$ cat src/rtl/cscbt_regs.svh
// Constants of the CPU-space cycle and bus termination controller
`ifndef CSCBT_REGS_SVH
`define CSCBT_REGS_SVH
`define CSCBT_CPU_SPACE 3'h7
`define CSCBT_TYPE_DEBUG_BREAK_INPUT 4'h0
`define CSCBT_TYPE_LOW_POWER_STOP_INSTRUCTION 4'h3
`define CSCBT_TYPE_IACK 4'hF
`define CSCBT_LOW_POWER_STOP_INSTRUCTION_ADDR 20'h3FFFE
`define CSCBT_DEBUG_BREAK_INPUT_PAD 11'h000
`define CSCBT_HW_DEBUG_BREAK_INPUT_NUM 3'h7
`define CSCBT_SW_MARK 1'h0
`define CSCBT_HW_MARK 1'h1
`define CSCBT_ZERO_BIT 1'h0
`define CSCBT_MASK_PAD 13'h0000
`define CSCBT_PORT8_ACK 2'h2
`define CSCBT_BYTE_STEP 20'h00001
`endif

$ cat src/rtl/cscbt_pkg.sv
// Types of the CPU-space cycle and bus termination controller
`default_nettype none
package cscbt_pkg;
	typedef enum logic [1:0] {kind_read, kind_write, kind_swbk, kind_lps} cscbt_kind_type;
	typedef enum logic [2:0] {st_idle, st_assert, st_wait, st_late, st_fast, st_pause, st_retry,
		st_stop} cscbt_phase_type;
	typedef enum logic [2:0] {term_none, term_normal, term_pause, term_check, term_fault,
		term_retry} cscbt_term_type;
	typedef struct packed {
		logic tagged_insn;
		logic operand_hit;
		logic request;
	} cscbt_track_state_type;
	typedef struct packed {
		cscbt_phase_type state;
		cscbt_kind_type kind;
		logic hw;
		logic [2:0] space;
		logic [19:0] addr;
		logic rw;
		logic [15:0] wdata;
		logic as_on;
		logic ds_on;
		logic drive;
		logic [15:0] cap;
		logic port8;
		logic second;
		logic resume;
		logic [15:0] rdata;
		logic done;
		logic fault;
		logic insert_valid;
		logic [15:0] word;
		logic exc_valid;
		logic [7:0] vector;
		logic lps;
		logic [2:0] mask;
	} cscbt_ctrl_state_type;
endpackage
`default_nettype wire

$ cat src/rtl/cscbt_term_decode.sv
// Classifies acknowledge, bus fault and pause into a termination kind
`default_nettype none
module cscbt_term_decode
(
	input wire logic late,
	input wire logic [1:0] size_acknowledge_n,
	input wire logic autovector_acknowledge_n,
	input wire logic bus_fault_in_n,
	input wire logic pause_in_n,
	output var logic ack,
	output var cscbt_pkg::cscbt_term_type term
);
	import cscbt_pkg::*;
	always_comb
	begin
		ack = !(&size_acknowledge_n) || !autovector_acknowledge_n;
		term = term_none;
		if (!bus_fault_in_n && !pause_in_n)
			term = term_retry;
		else if (!bus_fault_in_n)
			term = term_fault;
		else if (late)
			term = term_normal;
		else if (ack && !pause_in_n)
			term = term_pause;
		else if (ack)
			term = term_check;
	end
endmodule
`default_nettype wire

$ cat src/rtl/cscbt_debug_break_input_track.sv
// Holds hardware breakpoint hits until the instruction they belong to ends
`default_nettype none
module cscbt_debug_break_input_track
(
	input wire logic ref_clk,
	input wire logic resetn,
	input wire logic debug_break_input_n,
	input wire logic fetch_active,
	input wire logic fetch_is_prefetch,
	input wire logic pipe_flush,
	input wire logic insn_end,
	input wire logic taken,
	output logic request
);
	import cscbt_pkg::*;
	cscbt_track_state_type st;
	cscbt_track_state_type next_st;
	logic hit;
	assign hit = !debug_break_input_n && fetch_active;
	assign request = st.request;
	always_comb
	begin
		next_st = st;
		if (taken)
			next_st.request = 1'h0;
		if (pipe_flush)
			next_st.tagged_insn = 1'h0;
		if (insn_end && (st.tagged_insn || st.operand_hit))
		begin
			next_st.request = 1'h1;
			next_st.tagged_insn = 1'h0;
			next_st.operand_hit = 1'h0;
		end
		if (hit && fetch_is_prefetch)
			next_st.tagged_insn = 1'h1;
		if (hit && !fetch_is_prefetch)
			next_st.operand_hit = 1'h1;
	end
	always_ff @(posedge ref_clk)
	begin
		if (!resetn)
			st <= '0;
		else
			st <= next_st;
	end
endmodule
`default_nettype wire

$ cat src/rtl/cscbt_bus_ctrl.sv
// Bus cycle controller for CPU-space cycles and cycle termination
`include "cscbt_regs.svh"
`default_nettype none
module cscbt_bus_ctrl
#(
	parameter logic [7:0] ILLEGAL_VECTOR = 8'h01,
	parameter logic [7:0] HW_DEBUG_BREAK_INPUT_VECTOR = 8'h02
)
(
	input wire logic ref_clk,
	input wire logic resetn,
	input wire logic req_valid,
	input wire cscbt_pkg::cscbt_kind_type req_kind,
	input wire logic [2:0] req_space,
	input wire logic [19:0] req_addr,
	input wire logic [15:0] req_wdata,
	input wire logic [2:0] req_opcode_low,
	input wire logic [2:0] req_mask,
	output logic req_ready,
	output logic core_done,
	output logic core_fault,
	output logic [15:0] core_rdata,
	input wire logic fetch_active,
	input wire logic fetch_is_prefetch,
	input wire logic pipe_flush,
	input wire logic insn_end,
	output logic insn_insert_valid,
	output logic [15:0] insn_insert_word,
	output logic exc_valid,
	output logic [7:0] exc_vector,
	input wire logic [2:0] irq_level,
	input wire logic bus_granted_away,
	output logic low_power_stop,
	output logic [2:0] clock_mask,
	output logic [2:0] address_space_code,
	output logic [19:0] address_bus,
	output logic read_write,
	output logic address_strobe_n,
	output logic data_strobe_n,
	output logic [15:0] data_out,
	output logic data_oe,
	input wire logic [15:0] data_in,
	input wire logic [1:0] size_acknowledge_n,
	input wire logic autovector_acknowledge_n,
	input wire logic bus_fault_in_n,
	input wire logic pause_in_n,
	input wire logic debug_break_input_n
);
	import cscbt_pkg::*;

	cscbt_ctrl_state_type st;
	cscbt_ctrl_state_type next_st;
	cscbt_term_type term;
	logic ack;
	logic track_request;
	logic track_taken;
	logic fin;
	logic fin_fault;
	logic fin_pause;
	logic rerun;

	cscbt_term_decode u_term
	(
		.late(st.state == st_late),
		.size_acknowledge_n(size_acknowledge_n),
		.autovector_acknowledge_n(autovector_acknowledge_n),
		.bus_fault_in_n(bus_fault_in_n),
		.pause_in_n(pause_in_n),
		.ack(ack),
		.term(term)
	);

	cscbt_debug_break_input_track u_track
	(
		.ref_clk(ref_clk),
		.resetn(resetn),
		.debug_break_input_n(debug_break_input_n),
		.fetch_active(fetch_active),
		.fetch_is_prefetch(fetch_is_prefetch),
		.pipe_flush(pipe_flush),
		.insn_end(insn_end),
		.taken(track_taken),
		.request(track_request)
	);

	// Hardware breakpoint acknowledge wins over a waiting core request
	assign req_ready = (st.state == st_idle) && !track_request;
	assign track_taken = (st.state == st_idle) && track_request;

	assign address_space_code = st.space;
	assign address_bus = st.addr;
	assign read_write = st.rw;
	assign address_strobe_n = !st.as_on;
	assign data_strobe_n = !st.ds_on;
	assign data_out = st.wdata;
	assign data_oe = st.drive;
	assign core_done = st.done;
	assign core_fault = st.fault;
	assign core_rdata = st.rdata;
	assign insn_insert_valid = st.insert_valid;
	assign insn_insert_word = st.word;
	assign exc_valid = st.exc_valid;
	assign exc_vector = st.vector;
	assign low_power_stop = st.lps;
	assign clock_mask = st.mask;

	always_comb
	begin
		next_st = st;
		fin = 1'h0;
		fin_fault = 1'h0;
		fin_pause = 1'h0;
		rerun = 1'h0;
		next_st.done = 1'h0;
		next_st.fault = 1'h0;
		next_st.insert_valid = 1'h0;
		next_st.exc_valid = 1'h0;
		case (st.state)
		st_idle:
		begin
			if (track_request)
			begin
				next_st.hw = 1'h1;
				next_st.space = `CSCBT_CPU_SPACE;
				next_st.addr = {`CSCBT_TYPE_DEBUG_BREAK_INPUT, `CSCBT_DEBUG_BREAK_INPUT_PAD, `CSCBT_HW_DEBUG_BREAK_INPUT_NUM,
					`CSCBT_HW_MARK, `CSCBT_ZERO_BIT};
				next_st.rw = 1'h1;
				next_st.second = 1'h0;
				next_st.resume = 1'h0;
				next_st.as_on = 1'h1;
				next_st.ds_on = 1'h1;
				next_st.drive = 1'h0;
				next_st.state = st_assert;
			end
			else if (req_valid)
			begin
				next_st.kind = req_kind;
				next_st.hw = 1'h0;
				next_st.second = 1'h0;
				next_st.resume = 1'h0;
				next_st.space = req_space;
				next_st.addr = req_addr;
				next_st.rw = (req_kind == kind_read);
				next_st.wdata = req_wdata;
				if (req_kind == kind_swbk)
				begin
					next_st.space = `CSCBT_CPU_SPACE;
					next_st.addr = {`CSCBT_TYPE_DEBUG_BREAK_INPUT, `CSCBT_DEBUG_BREAK_INPUT_PAD, req_opcode_low,
						`CSCBT_SW_MARK, `CSCBT_ZERO_BIT};
					next_st.rw = 1'h1;
				end
				else if (req_kind == kind_lps)
				begin
					next_st.space = `CSCBT_CPU_SPACE;
					next_st.addr = `CSCBT_LOW_POWER_STOP_INSTRUCTION_ADDR;
					next_st.rw = 1'h0;
					next_st.wdata = {`CSCBT_MASK_PAD, req_mask};
				end
				if ((req_kind == kind_lps) && bus_granted_away)
				begin
					// Stop entered without showing the broadcast
					next_st.mask = req_mask;
					next_st.lps = 1'h1;
					next_st.done = 1'h1;
					next_st.state = st_stop;
				end
				else
				begin
					next_st.as_on = 1'h1;
					next_st.ds_on = (req_kind == kind_read) || (req_kind == kind_swbk);
					next_st.drive = (req_kind == kind_write) || (req_kind == kind_lps);
					next_st.state = st_assert;
				end
			end
		end
		st_assert:
		begin
			if (!st.hw && (st.kind == kind_lps))
				next_st.state = st_fast;
			else
			begin
				next_st.ds_on = 1'h1;
				next_st.state = st_wait;
			end
		end
		st_fast:
		begin
			// Internal acknowledge; fault and pause pins are not looked at
			next_st.mask = st.wdata[2:0];
			next_st.lps = 1'h1;
			next_st.done = 1'h1;
			next_st.as_on = 1'h0;
			next_st.drive = 1'h0;
			next_st.state = st_stop;
		end
		st_wait:
		begin
			if (ack)
			begin
				next_st.cap = data_in;
				next_st.port8 = (size_acknowledge_n == `CSCBT_PORT8_ACK);
			end
			case (term)
			term_retry:
				rerun = 1'h1;
			term_fault:
			begin
				fin = 1'h1;
				fin_fault = 1'h1;
			end
			term_pause:
			begin
				fin = 1'h1;
				fin_pause = 1'h1;
			end
			term_check:
				next_st.state = st_late;
			default:
				next_st.state = st_wait;
			endcase
		end
		st_late:
		begin
			// Fault one state after the acknowledge still counts
			case (term)
			term_retry:
				rerun = 1'h1;
			term_fault:
			begin
				fin = 1'h1;
				fin_fault = 1'h1;
			end
			default:
				fin = 1'h1;
			endcase
		end
		st_retry:
		begin
			if (bus_fault_in_n && pause_in_n)
			begin
				next_st.as_on = 1'h1;
				next_st.ds_on = st.rw;
				next_st.drive = !st.rw;
				next_st.state = st_assert;
			end
		end
		st_pause:
		begin
			if (pause_in_n)
			begin
				next_st.state = st.resume ? st_retry : st_idle;
				next_st.resume = 1'h0;
			end
		end
		st_stop:
		begin
			if (irq_level > st.mask)
			begin
				next_st.lps = 1'h0;
				next_st.state = st_idle;
			end
		end
		default:
			next_st.state = st_idle;
		endcase
		if (rerun)
		begin
			next_st.as_on = 1'h0;
			next_st.ds_on = 1'h0;
			next_st.drive = 1'h0;
			next_st.state = st_retry;
		end
		if (fin)
		begin
			next_st.as_on = 1'h0;
			next_st.ds_on = 1'h0;
			next_st.drive = 1'h0;
			next_st.state = fin_pause ? st_pause : st_idle;
			if (st.hw)
			begin
				next_st.hw = 1'h0;
				if (fin_fault)
				begin
					next_st.exc_valid = 1'h1;
					next_st.vector = HW_DEBUG_BREAK_INPUT_VECTOR;
				end
			end
			else if (st.kind == kind_swbk)
			begin
				if (fin_fault)
				begin
					next_st.exc_valid = 1'h1;
					next_st.vector = ILLEGAL_VECTOR;
					next_st.done = 1'h1;
				end
				else if (next_st.port8 && !st.second)
				begin
					// First byte of an 8-bit port; fetch the other half
					next_st.word = {next_st.cap[15:8], next_st.cap[7:0]};
					next_st.second = 1'h1;
					next_st.addr = st.addr + `CSCBT_BYTE_STEP;
					next_st.resume = 1'h1;
					next_st.state = fin_pause ? st_pause : st_retry;
				end
				else
				begin
					next_st.insert_valid = 1'h1;
					next_st.word = st.second ? {st.word[15:8], next_st.cap[15:8]} : next_st.cap;
					next_st.done = 1'h1;
				end
			end
			else
			begin
				next_st.done = 1'h1;
				next_st.fault = fin_fault;
				next_st.rdata = next_st.cap;
			end
		end
	end

	always_ff @(posedge ref_clk)
	begin
		if (!resetn)
			st <= '0;
		else
			st <= next_st;
	end
endmodule
`default_nettype wire

$ cat config.mk
export PLATFORM = sky130hd
export DESIGN_NAME = cscbt_bus_ctrl
export DESIGN_NICKNAME = d
export VERILOG_FILES = /design/src/rtl/cscbt_pkg.sv /design/src/rtl/cscbt_term_decode.sv /design/src/rtl/cscbt_debug_break_input_track.sv /design/src/rtl/cscbt_bus_ctrl.sv
export VERILOG_INCLUDE_DIRS = /design/src /design/src/rtl
export SDC_FILE = /design/constraint.sdc
export NUM_CORES = 1
export LEC_CHECK = 0
export ABC_AREA = 1
export ABC_CLOCK_PERIOD_IN_PS = 4250
export BUFFER_PORTS_ARGS = -buffer_cell sky130_fd_sc_hd__clkbuf_2
export CORE_ASPECT_RATIO = 0.8
export CORE_MARGIN = 4
export CORE_UTILIZATION = 28
export DETAILED_ROUTE_END_ITERATION = 16
export GPL_TIMING_DRIVEN = 0
export HOLD_SLACK_MARGIN = 0.02
export PLACE_DENSITY = 0.52
export SKIP_LAST_GASP = 1
export SLEW_MARGIN = 20
export SYNTH_ARGS = -nofsm -noshare
export SYNTH_HDL_FRONTEND = slang
export SYNTH_HIERARCHICAL = 1
export SYNTH_SLANG_ARGS = --single-unit
$ cat constraint.sdc
create_clock -name ref_clk -period 4.25 [get_ports ref_clk]
set_clock_uncertainty 0.05 [all_clocks]
set_input_delay 0.85 -clock ref_clk [delete_from_list [all_inputs] [get_ports ref_clk]]
set_output_delay 0.85 -clock ref_clk [all_outputs]
set_load 0.005 [all_outputs]
Word level (Yosys, flattened, before mapping)
Cells that the tools add are included.
{"block": "word_totals", "regBits": 119, "output_inout_bits": 92, "elab_cells": 217}
{"block": "op_classes", "n_addsub": 1, "n_lt_le_gt_ge": 1, "n_eq_ne": 31, "muxes": 92, "bitwise_logic": 6, "n_reduce_logical": 59}
{"operator": "two-way mux 20 bit", "n": 5}
{"operator": "two-way mux 16 bit", "n": 5}
{"operator": "two-way mux 3 bit", "n": 22}
{"operator": "two-way mux 17 bit", "n": 3}
{"operator": "two-way mux 49 bit", "n": 1}
{"operator": "two-way mux 46 bit", "n": 1}
{"operator": "two-way mux 41 bit", "n": 1}
{"operator": "two-way mux 40 bit", "n": 1}
{"operator": "two-way mux 37 bit", "n": 1}
{"operator": "two-way mux 9 bit", "n": 3}
{"operator": "two-way mux 1 bit", "n": 26}
{"operator": "two-way mux 26 bit", "n": 1}
{"operator": "two-way mux 25 bit", "n": 1}
{"operator": "two-way mux 24 bit", "n": 1}
{"operator": "case mux 3 bit (7 select lines)", "n": 1}
{"operator": "adder 20 x 1 -> 20 bit, second input constant", "n": 1}
{"operator": "== test 3 bit, second input constant", "n": 6}
{"operator": "inequality test 4 bit, second input constant", "n": 4}
{"operator": "AND reduction 5 bit", "n": 3}
{"operator": "two-way mux 2 bit", "n": 7}
{"operator": "== test 3 x 2 -> 1 bit, second input constant", "n": 4}
{"operator": "logical AND 1 bit", "n": 12}
{"operator": "zero test 1 bit", "n": 12}
{"operator": "two-way mux 4 bit", "n": 3}
{"operator": "26 further kinds", "n": 65}

Longest topological paths before layout
{"block": "logic_depth", "depth_word": 17, "mapped_depth": 19, "mapped_depth_nobuf": 18}

Hierarchy
The synthesis kept the hierarchy.
{"mod": "cscbt_bus_ctrl", "n_inst": 1, "cells_per_inst": 937, "area_per_inst_um2": 6227.2, "seq_area_each_um2": 2202.1}
{"mod": "cscbt_debug_break_input_track", "n_inst": 1, "cells_per_inst": 16, "area_per_inst_um2": 126.4, "seq_area_each_um2": 60.1}
{"mod": "cscbt_term_decode", "n_inst": 1, "cells_per_inst": 9, "area_per_inst_um2": 40.0, "seq_area_each_um2": 0.0}

Least setup slack after synthesis
Ideal clock, no wire load.
{"block": "synth_path", "path_type": "input -> register", "from": "input size_acknowledge_n[0]", "to": "register st (netlist bit address_bus[6])", "setup_time_ns": 0.113, "arrival_time_ns": 2.067, "setup_slack_ns": 2.020, "stages": 13, "cell_sequence": "nand3_1 nand3_1 nand2_1 nor2_1 nand2_1 nor2_1 nor2_1 inv_1 nor2_4 nand2_4 buf_6 o21ai_1 nor2_1"}
{"block": "synth_between", "elab_chain_cells": 15, "elab_cells_between_ends": 27, "classes_between": "4 x eq/ne; 17 x mux; 6 x reduce/logical"}
{"item": "from (decl)", "line": "cscbt_bus_ctrl.sv:43", "text": "input wire logic [1:0] size_acknowledge_n,"}
{"item": "AND reduction 2 bit *", "line": "cscbt_term_decode.sv:16", "text": "ack = !(&size_acknowledge_n) || !autovector_acknowledge_n;"}
{"item": "zero test 1 bit *", "line": "cscbt_term_decode.sv:16"}
{"item": "logical OR 1 bit *", "line": "cscbt_term_decode.sv:16"}
{"item": "two-way mux 2 bit or logical AND 1 bit (tied branches)", "line": "cscbt_term_decode.sv:26, cscbt_term_decode.sv:24"}
{"item": "two-way mux 3 bit *", "line": "cscbt_term_decode.sv:24", "text": "else if (ack && !pause_in_n)"}
{"item": "two-way mux 3 bit *", "line": "cscbt_term_decode.sv:22", "text": "else if (late)"}
{"item": "two-way mux 3 bit *", "line": "cscbt_term_decode.sv:20", "text": "else if (!bus_fault_in_n)"}
{"item": "two-way mux 3 bit *", "line": "cscbt_term_decode.sv:18", "text": "if (!bus_fault_in_n && !pause_in_n)"}
{"item": "net term[0]", "line": "cscbt_bus_ctrl.sv:53", "text": "cscbt_term_type term;"}
{"item": "== test 3 bit", "line": "cscbt_bus_ctrl.sv:203, cscbt_bus_ctrl.sv:225"}
{"item": "two-way mux 1 bit", "line": "cscbt_bus_ctrl.sv:203, cscbt_bus_ctrl.sv:225"}
{"item": "two-way mux 1 bit"}
{"item": "two-way mux 20 bit", "line": "cscbt_bus_ctrl.sv:290", "text": "if (fin_fault)"}
{"item": "two-way mux 20 bit", "line": "cscbt_bus_ctrl.sv:288", "text": "else if (st.kind == kind_swbk)"}
{"item": "two-way mux 20 bit", "line": "cscbt_bus_ctrl.sv:279", "text": "if (st.hw)"}
{"item": "two-way mux 20 bit *", "line": "cscbt_bus_ctrl.sv:273", "text": "if (fin)"}
{"item": "to (signal assigned)", "line": "cscbt_bus_ctrl.sv:326", "text": "st <= next_st;"}
{"item": "to (decl)", "line": "cscbt_bus_ctrl.sv:51", "text": "cscbt_ctrl_state_type st;"}
Mark *: on every way through the listed nets, which the timed path passes. The rest lies on a longest branch.
A chain may end at the register's enable or synchronous reset.

Worst setup path after layout
{"block": "layout_path", "from": "register st[113] in the netlist's numbering", "to": "output req_ready"}
{"block": "layout_between", "elab_chain_cells": 2}
{"item": "zero test 3 bit", "line": "cscbt_bus_ctrl.sv:87", "text": "assign req_ready = (st.state == st_idle) && !track_request;"}
{"item": "logical AND 1 bit", "line": "cscbt_bus_ctrl.sv:87"}
{"item": "to (decl)", "line": "cscbt_bus_ctrl.sv:19", "text": "output logic req_ready,"}
Every way passes these cells.

==> summary.txt <==
Worst setup path
  • CP dominant cell by count: inv_1
  • Crit. End Element: primary output
  • Max FO, Critical Path: 8
  • Crit path DAT: 1690 ps
  • Worst-path cell chain: buf_2 > nor2_4 > nand2_2 > inv_1 > nand2_1 > inv_1 > clkbuf_2
  • CP max stage delay: 290 ps
  • Startpoint types: flop
  • Setup CP Type: flop to primary output
  • Req. time, crit path: 3350 ps
  • CP max stage cell: dfxtp_1

Clocking
  • Worst-Skew Late Latency: 430 ps
  • Clk pin slew, worst setup/hold paths: 60 ps
  • Num CTS Buffers: 17
  • Hold_buf cts: 0
  • CTS sink count: 113
  • Setup Fix Bufs, Post-CTS: 0
  • CTS tree: yes
  • CTS max path bufs: 2
  • CTS Root Cell: clkbuf_16
  • CTS H-tree depth: 4
  • PostCTS Resize Cnt: 0

Timing
  • Slew HR: 0.4809
  • RSZ-0062 raised after global routing: no
  • Worst Tran Pin Value: 778.7 ps
  • Final setup viols: 0
  • Slew Viols, Final: 0
  • TNS Setup: 0 ps
  • Max Fclk: 385.5 MHz
  • Fin crit share: 0.6104
  • Final Hold Viols: 0
  • Crit path time final: 2594 ps

Layout
  • Fin area: 8265 sq um
  • Layout area overhead: 29.28%
  • NumNets Final: 1235
  • # fillers: 2532
  • Layout cells sized above 1: 0.2818
  • Layout Cells excl Fill: 1470
  • Sequential Area: 2262 sq um
  • Multi-input logic area: 3079 sq um
  • Antenna Cells: 0

Logic synthesis
  • Post-synth ARST share: 0
  • Top post-synthesis cells by area: dfxtp_1 (35%), nand2_1 (16%), buf_4 (10%), a21oi_1 (6.3%), nor2_1 (6.3%)
  • Syn avg cell area: 6.646 sq um
  • Top-area cell type share of the netlist area: 0.3538
  • Post-synth EDFFs: 0
  • Leading area contributor after synthesis: dfxtp_1
  • Main synth FF type: dfxtp_1
  • Synth Warn #: 6
  • FF+latch count, synth: 113
  • Post-synthesis sequential area ratio: 0.3538
  • Syn Inst Count: 962
  • Distinct cells, synth: 43
  • Post-Syn Area: 6394 sq um

GRT
  • Largest net degree at the start of global routing: 17
  • Congestion Overflow GR: 0
  • Vias in the first global route: 6278
  • Global-route wire length before repair: 33720 um
  • Gr usage total: 0.1705
  • Initial antenna violation count: 0

Floorplanning
  • Initial core utilization: 0.2849
  • I/O pins: 172
  • Chip Width: 176.9 um
  • Die footprint: 25330 sq um
  • Core area: 22440 sq um
  • Row count: 49
  • Die Height: 143.2 um

Power
  • VDD IR-drop max: 0.0002302 V
  • Power per Cell Area: 561.9 nW/um^2
  • P_leak: 3.977 nW
  • Pwr Total: 4.645 mW

Placement
  • Hpwl dp: 16730 um
  • Port bufs: 165
  • DP Area: 7621 sq um
  • RD Place Congestion: 0.8826
  • Placed insts: 1438

Detailed routing
  • Wire per inst: 14.69 um
  • Vias: 6592
  • DRC errors left: 0
  • Routed wire length: 21590 um
  • DRT Pass-1 Iters: 5
  • DRT iter0 DRCs: 434
  • Routed vias/inst: 4.484
  • Number of nets still failing antenna checks after routing: 0

Flow run
  • Max Cap Viol: 0

Status
  • Outcome: completed

Min path
  • Hold Path Class: flop to flop
-- critical path: cells and delay by family, from the launching register on --
family | cells | cell delay, ps
buf+inv | 4 | 570
simple gates | 3 | 410
flops | 1 | 290
-- report_power, final --
| group | leakage, nW | internal (mW) | switching, mW |
|---|---|---|---|
| sequential | 0.920 | 1.26 | 0.163 |
| combinational | 2.74 | 0.655 | 0.971 |
| clock | 0.316 | 1.00 | 0.591 |
-- logic make-up after synthesis --
logic type,Yosys count,synth area share
AO/OA/AOI/OAI,153,0.1278
XOR/XNOR,11,0.01507
adder cells (fa/ha/maj),4,0.007828
buffers and inverters,188,0.1675
flip-flops,113,0.3538
other,1,0.0005865
AND/OR/NAND/NOR,492,0.3274
-- Yosys cell counts, drive strengths merged (2+ instances only) --
| cell | number |
|---|---|
| xor2 | 9 |
| nor2 | 118 |
| nor3 | 14 |
| inv | 70 |
| or2 | 5 |
| nand3b | 4 |
| a22oi | 2 |
| a21oi | 83 |
| clkbuf | 15 |
| o21ai | 50 |
| dfxtp | 113 |
| nand4 | 7 |
| ha | 4 |
| a31oi | 9 |
| o211ai | 3 |
| xnor2 | 2 |
| nand2 | 273 |
| clkinv | 2 |
| nand3 | 69 |
| buf | 101 |
-- cell type report --
| type | instances | share of cell area |
|---|---|---|
| multi-input combinational | 666 | 0.3725 |
| sequential | 113 | 0.2737 |
| timing repair buffer | 165 | 0.09991 |
| buffer | 116 | 0.09658 |
| clock buffer | 17 | 0.05147 |
| tap | 306 | 0.04632 |
| inverter | 72 | 0.03300 |
| clock inverter | 15 | 0.02649 |
-- layout by cell type, fill, tap and decap left out, types with 2 or more instances in the layout --
cell type and count:
nand2_1 267, clkbuf_2 165, dfxtp_1 113, nor2_1 108, buf_4 86, a21oi_1 81, nand3_1 67, inv_1 62
o21ai_0 45, clkbuf_16 17, clkbuf_1 15, nor3_1 14, a31oi_1 9, xor2_1 9, buf_2 8, inv_2 7
nand4_1 7, inv_6 7, nor2_4 6, conb_1 6, o21ai_1 5, nand2_2 5, nand3b_1 4, nor2_2 4
or2_2 4, buf_6 4, ha_1 4, bufinv_16 4, buf_1 3, o211ai_1 3, clkinv_4 3, a22oi_1 2
xnor2_1 2, a21oi_2 2, clkinv_1 2
-- sequential cells by signal (all words and copies together), names as in the netlist --
name and cells:
address_bus 20, address_space_code 3, clock_mask 3, core_done 1
core_fault 1, core_rdata 16, data_oe 1, data_out 16
exc_valid 1, exc_vector 2, insn_insert_valid 1, insn_insert_word 16
low_power_stop 1, read_write 1, st 27, u_track/request 1
u_track/st 2
-- metal layers --
metal | vias to the layer above | share of wire | GRT usage
li1 | 3392 | - | -
met1 | 3017 | 0.51 | 0.2419
met2 | 169 | 0.42 | 0.2556
met3 | 14 | 0.064 | 0.04844
met4 | 0 | 0.011 | 0.04274
met5 | - | 0 | 0
-- path summary, 6_finish.rpt --
kind                                     start              to  slack, ps  cells past startpoint
worst max-delay path                   st[113]       req_ready       1660                      7
worst min-delay path            core_rdata[15]  core_rdata[15]        410                      2
worst max register to register         st[113]   core_rdata[7]       1750                     15
worst min register to register  core_rdata[15]  core_rdata[15]        410                      2
-- per-stage QoR --
stage,hold WS (ps),utilization,setup slack (ps)
2_1_floorplan,389.7,-,2020
3_3_place_gp,402.6,0.3396,1274
3_5_place_dp,406.8,0.3396,1277
4_1_cts,417.0,0.3684,1634
5_1_grt,433.5,0.3684,1543
6_report,413.7,0.3684,1656
Power figures use the tool's default switching activity.
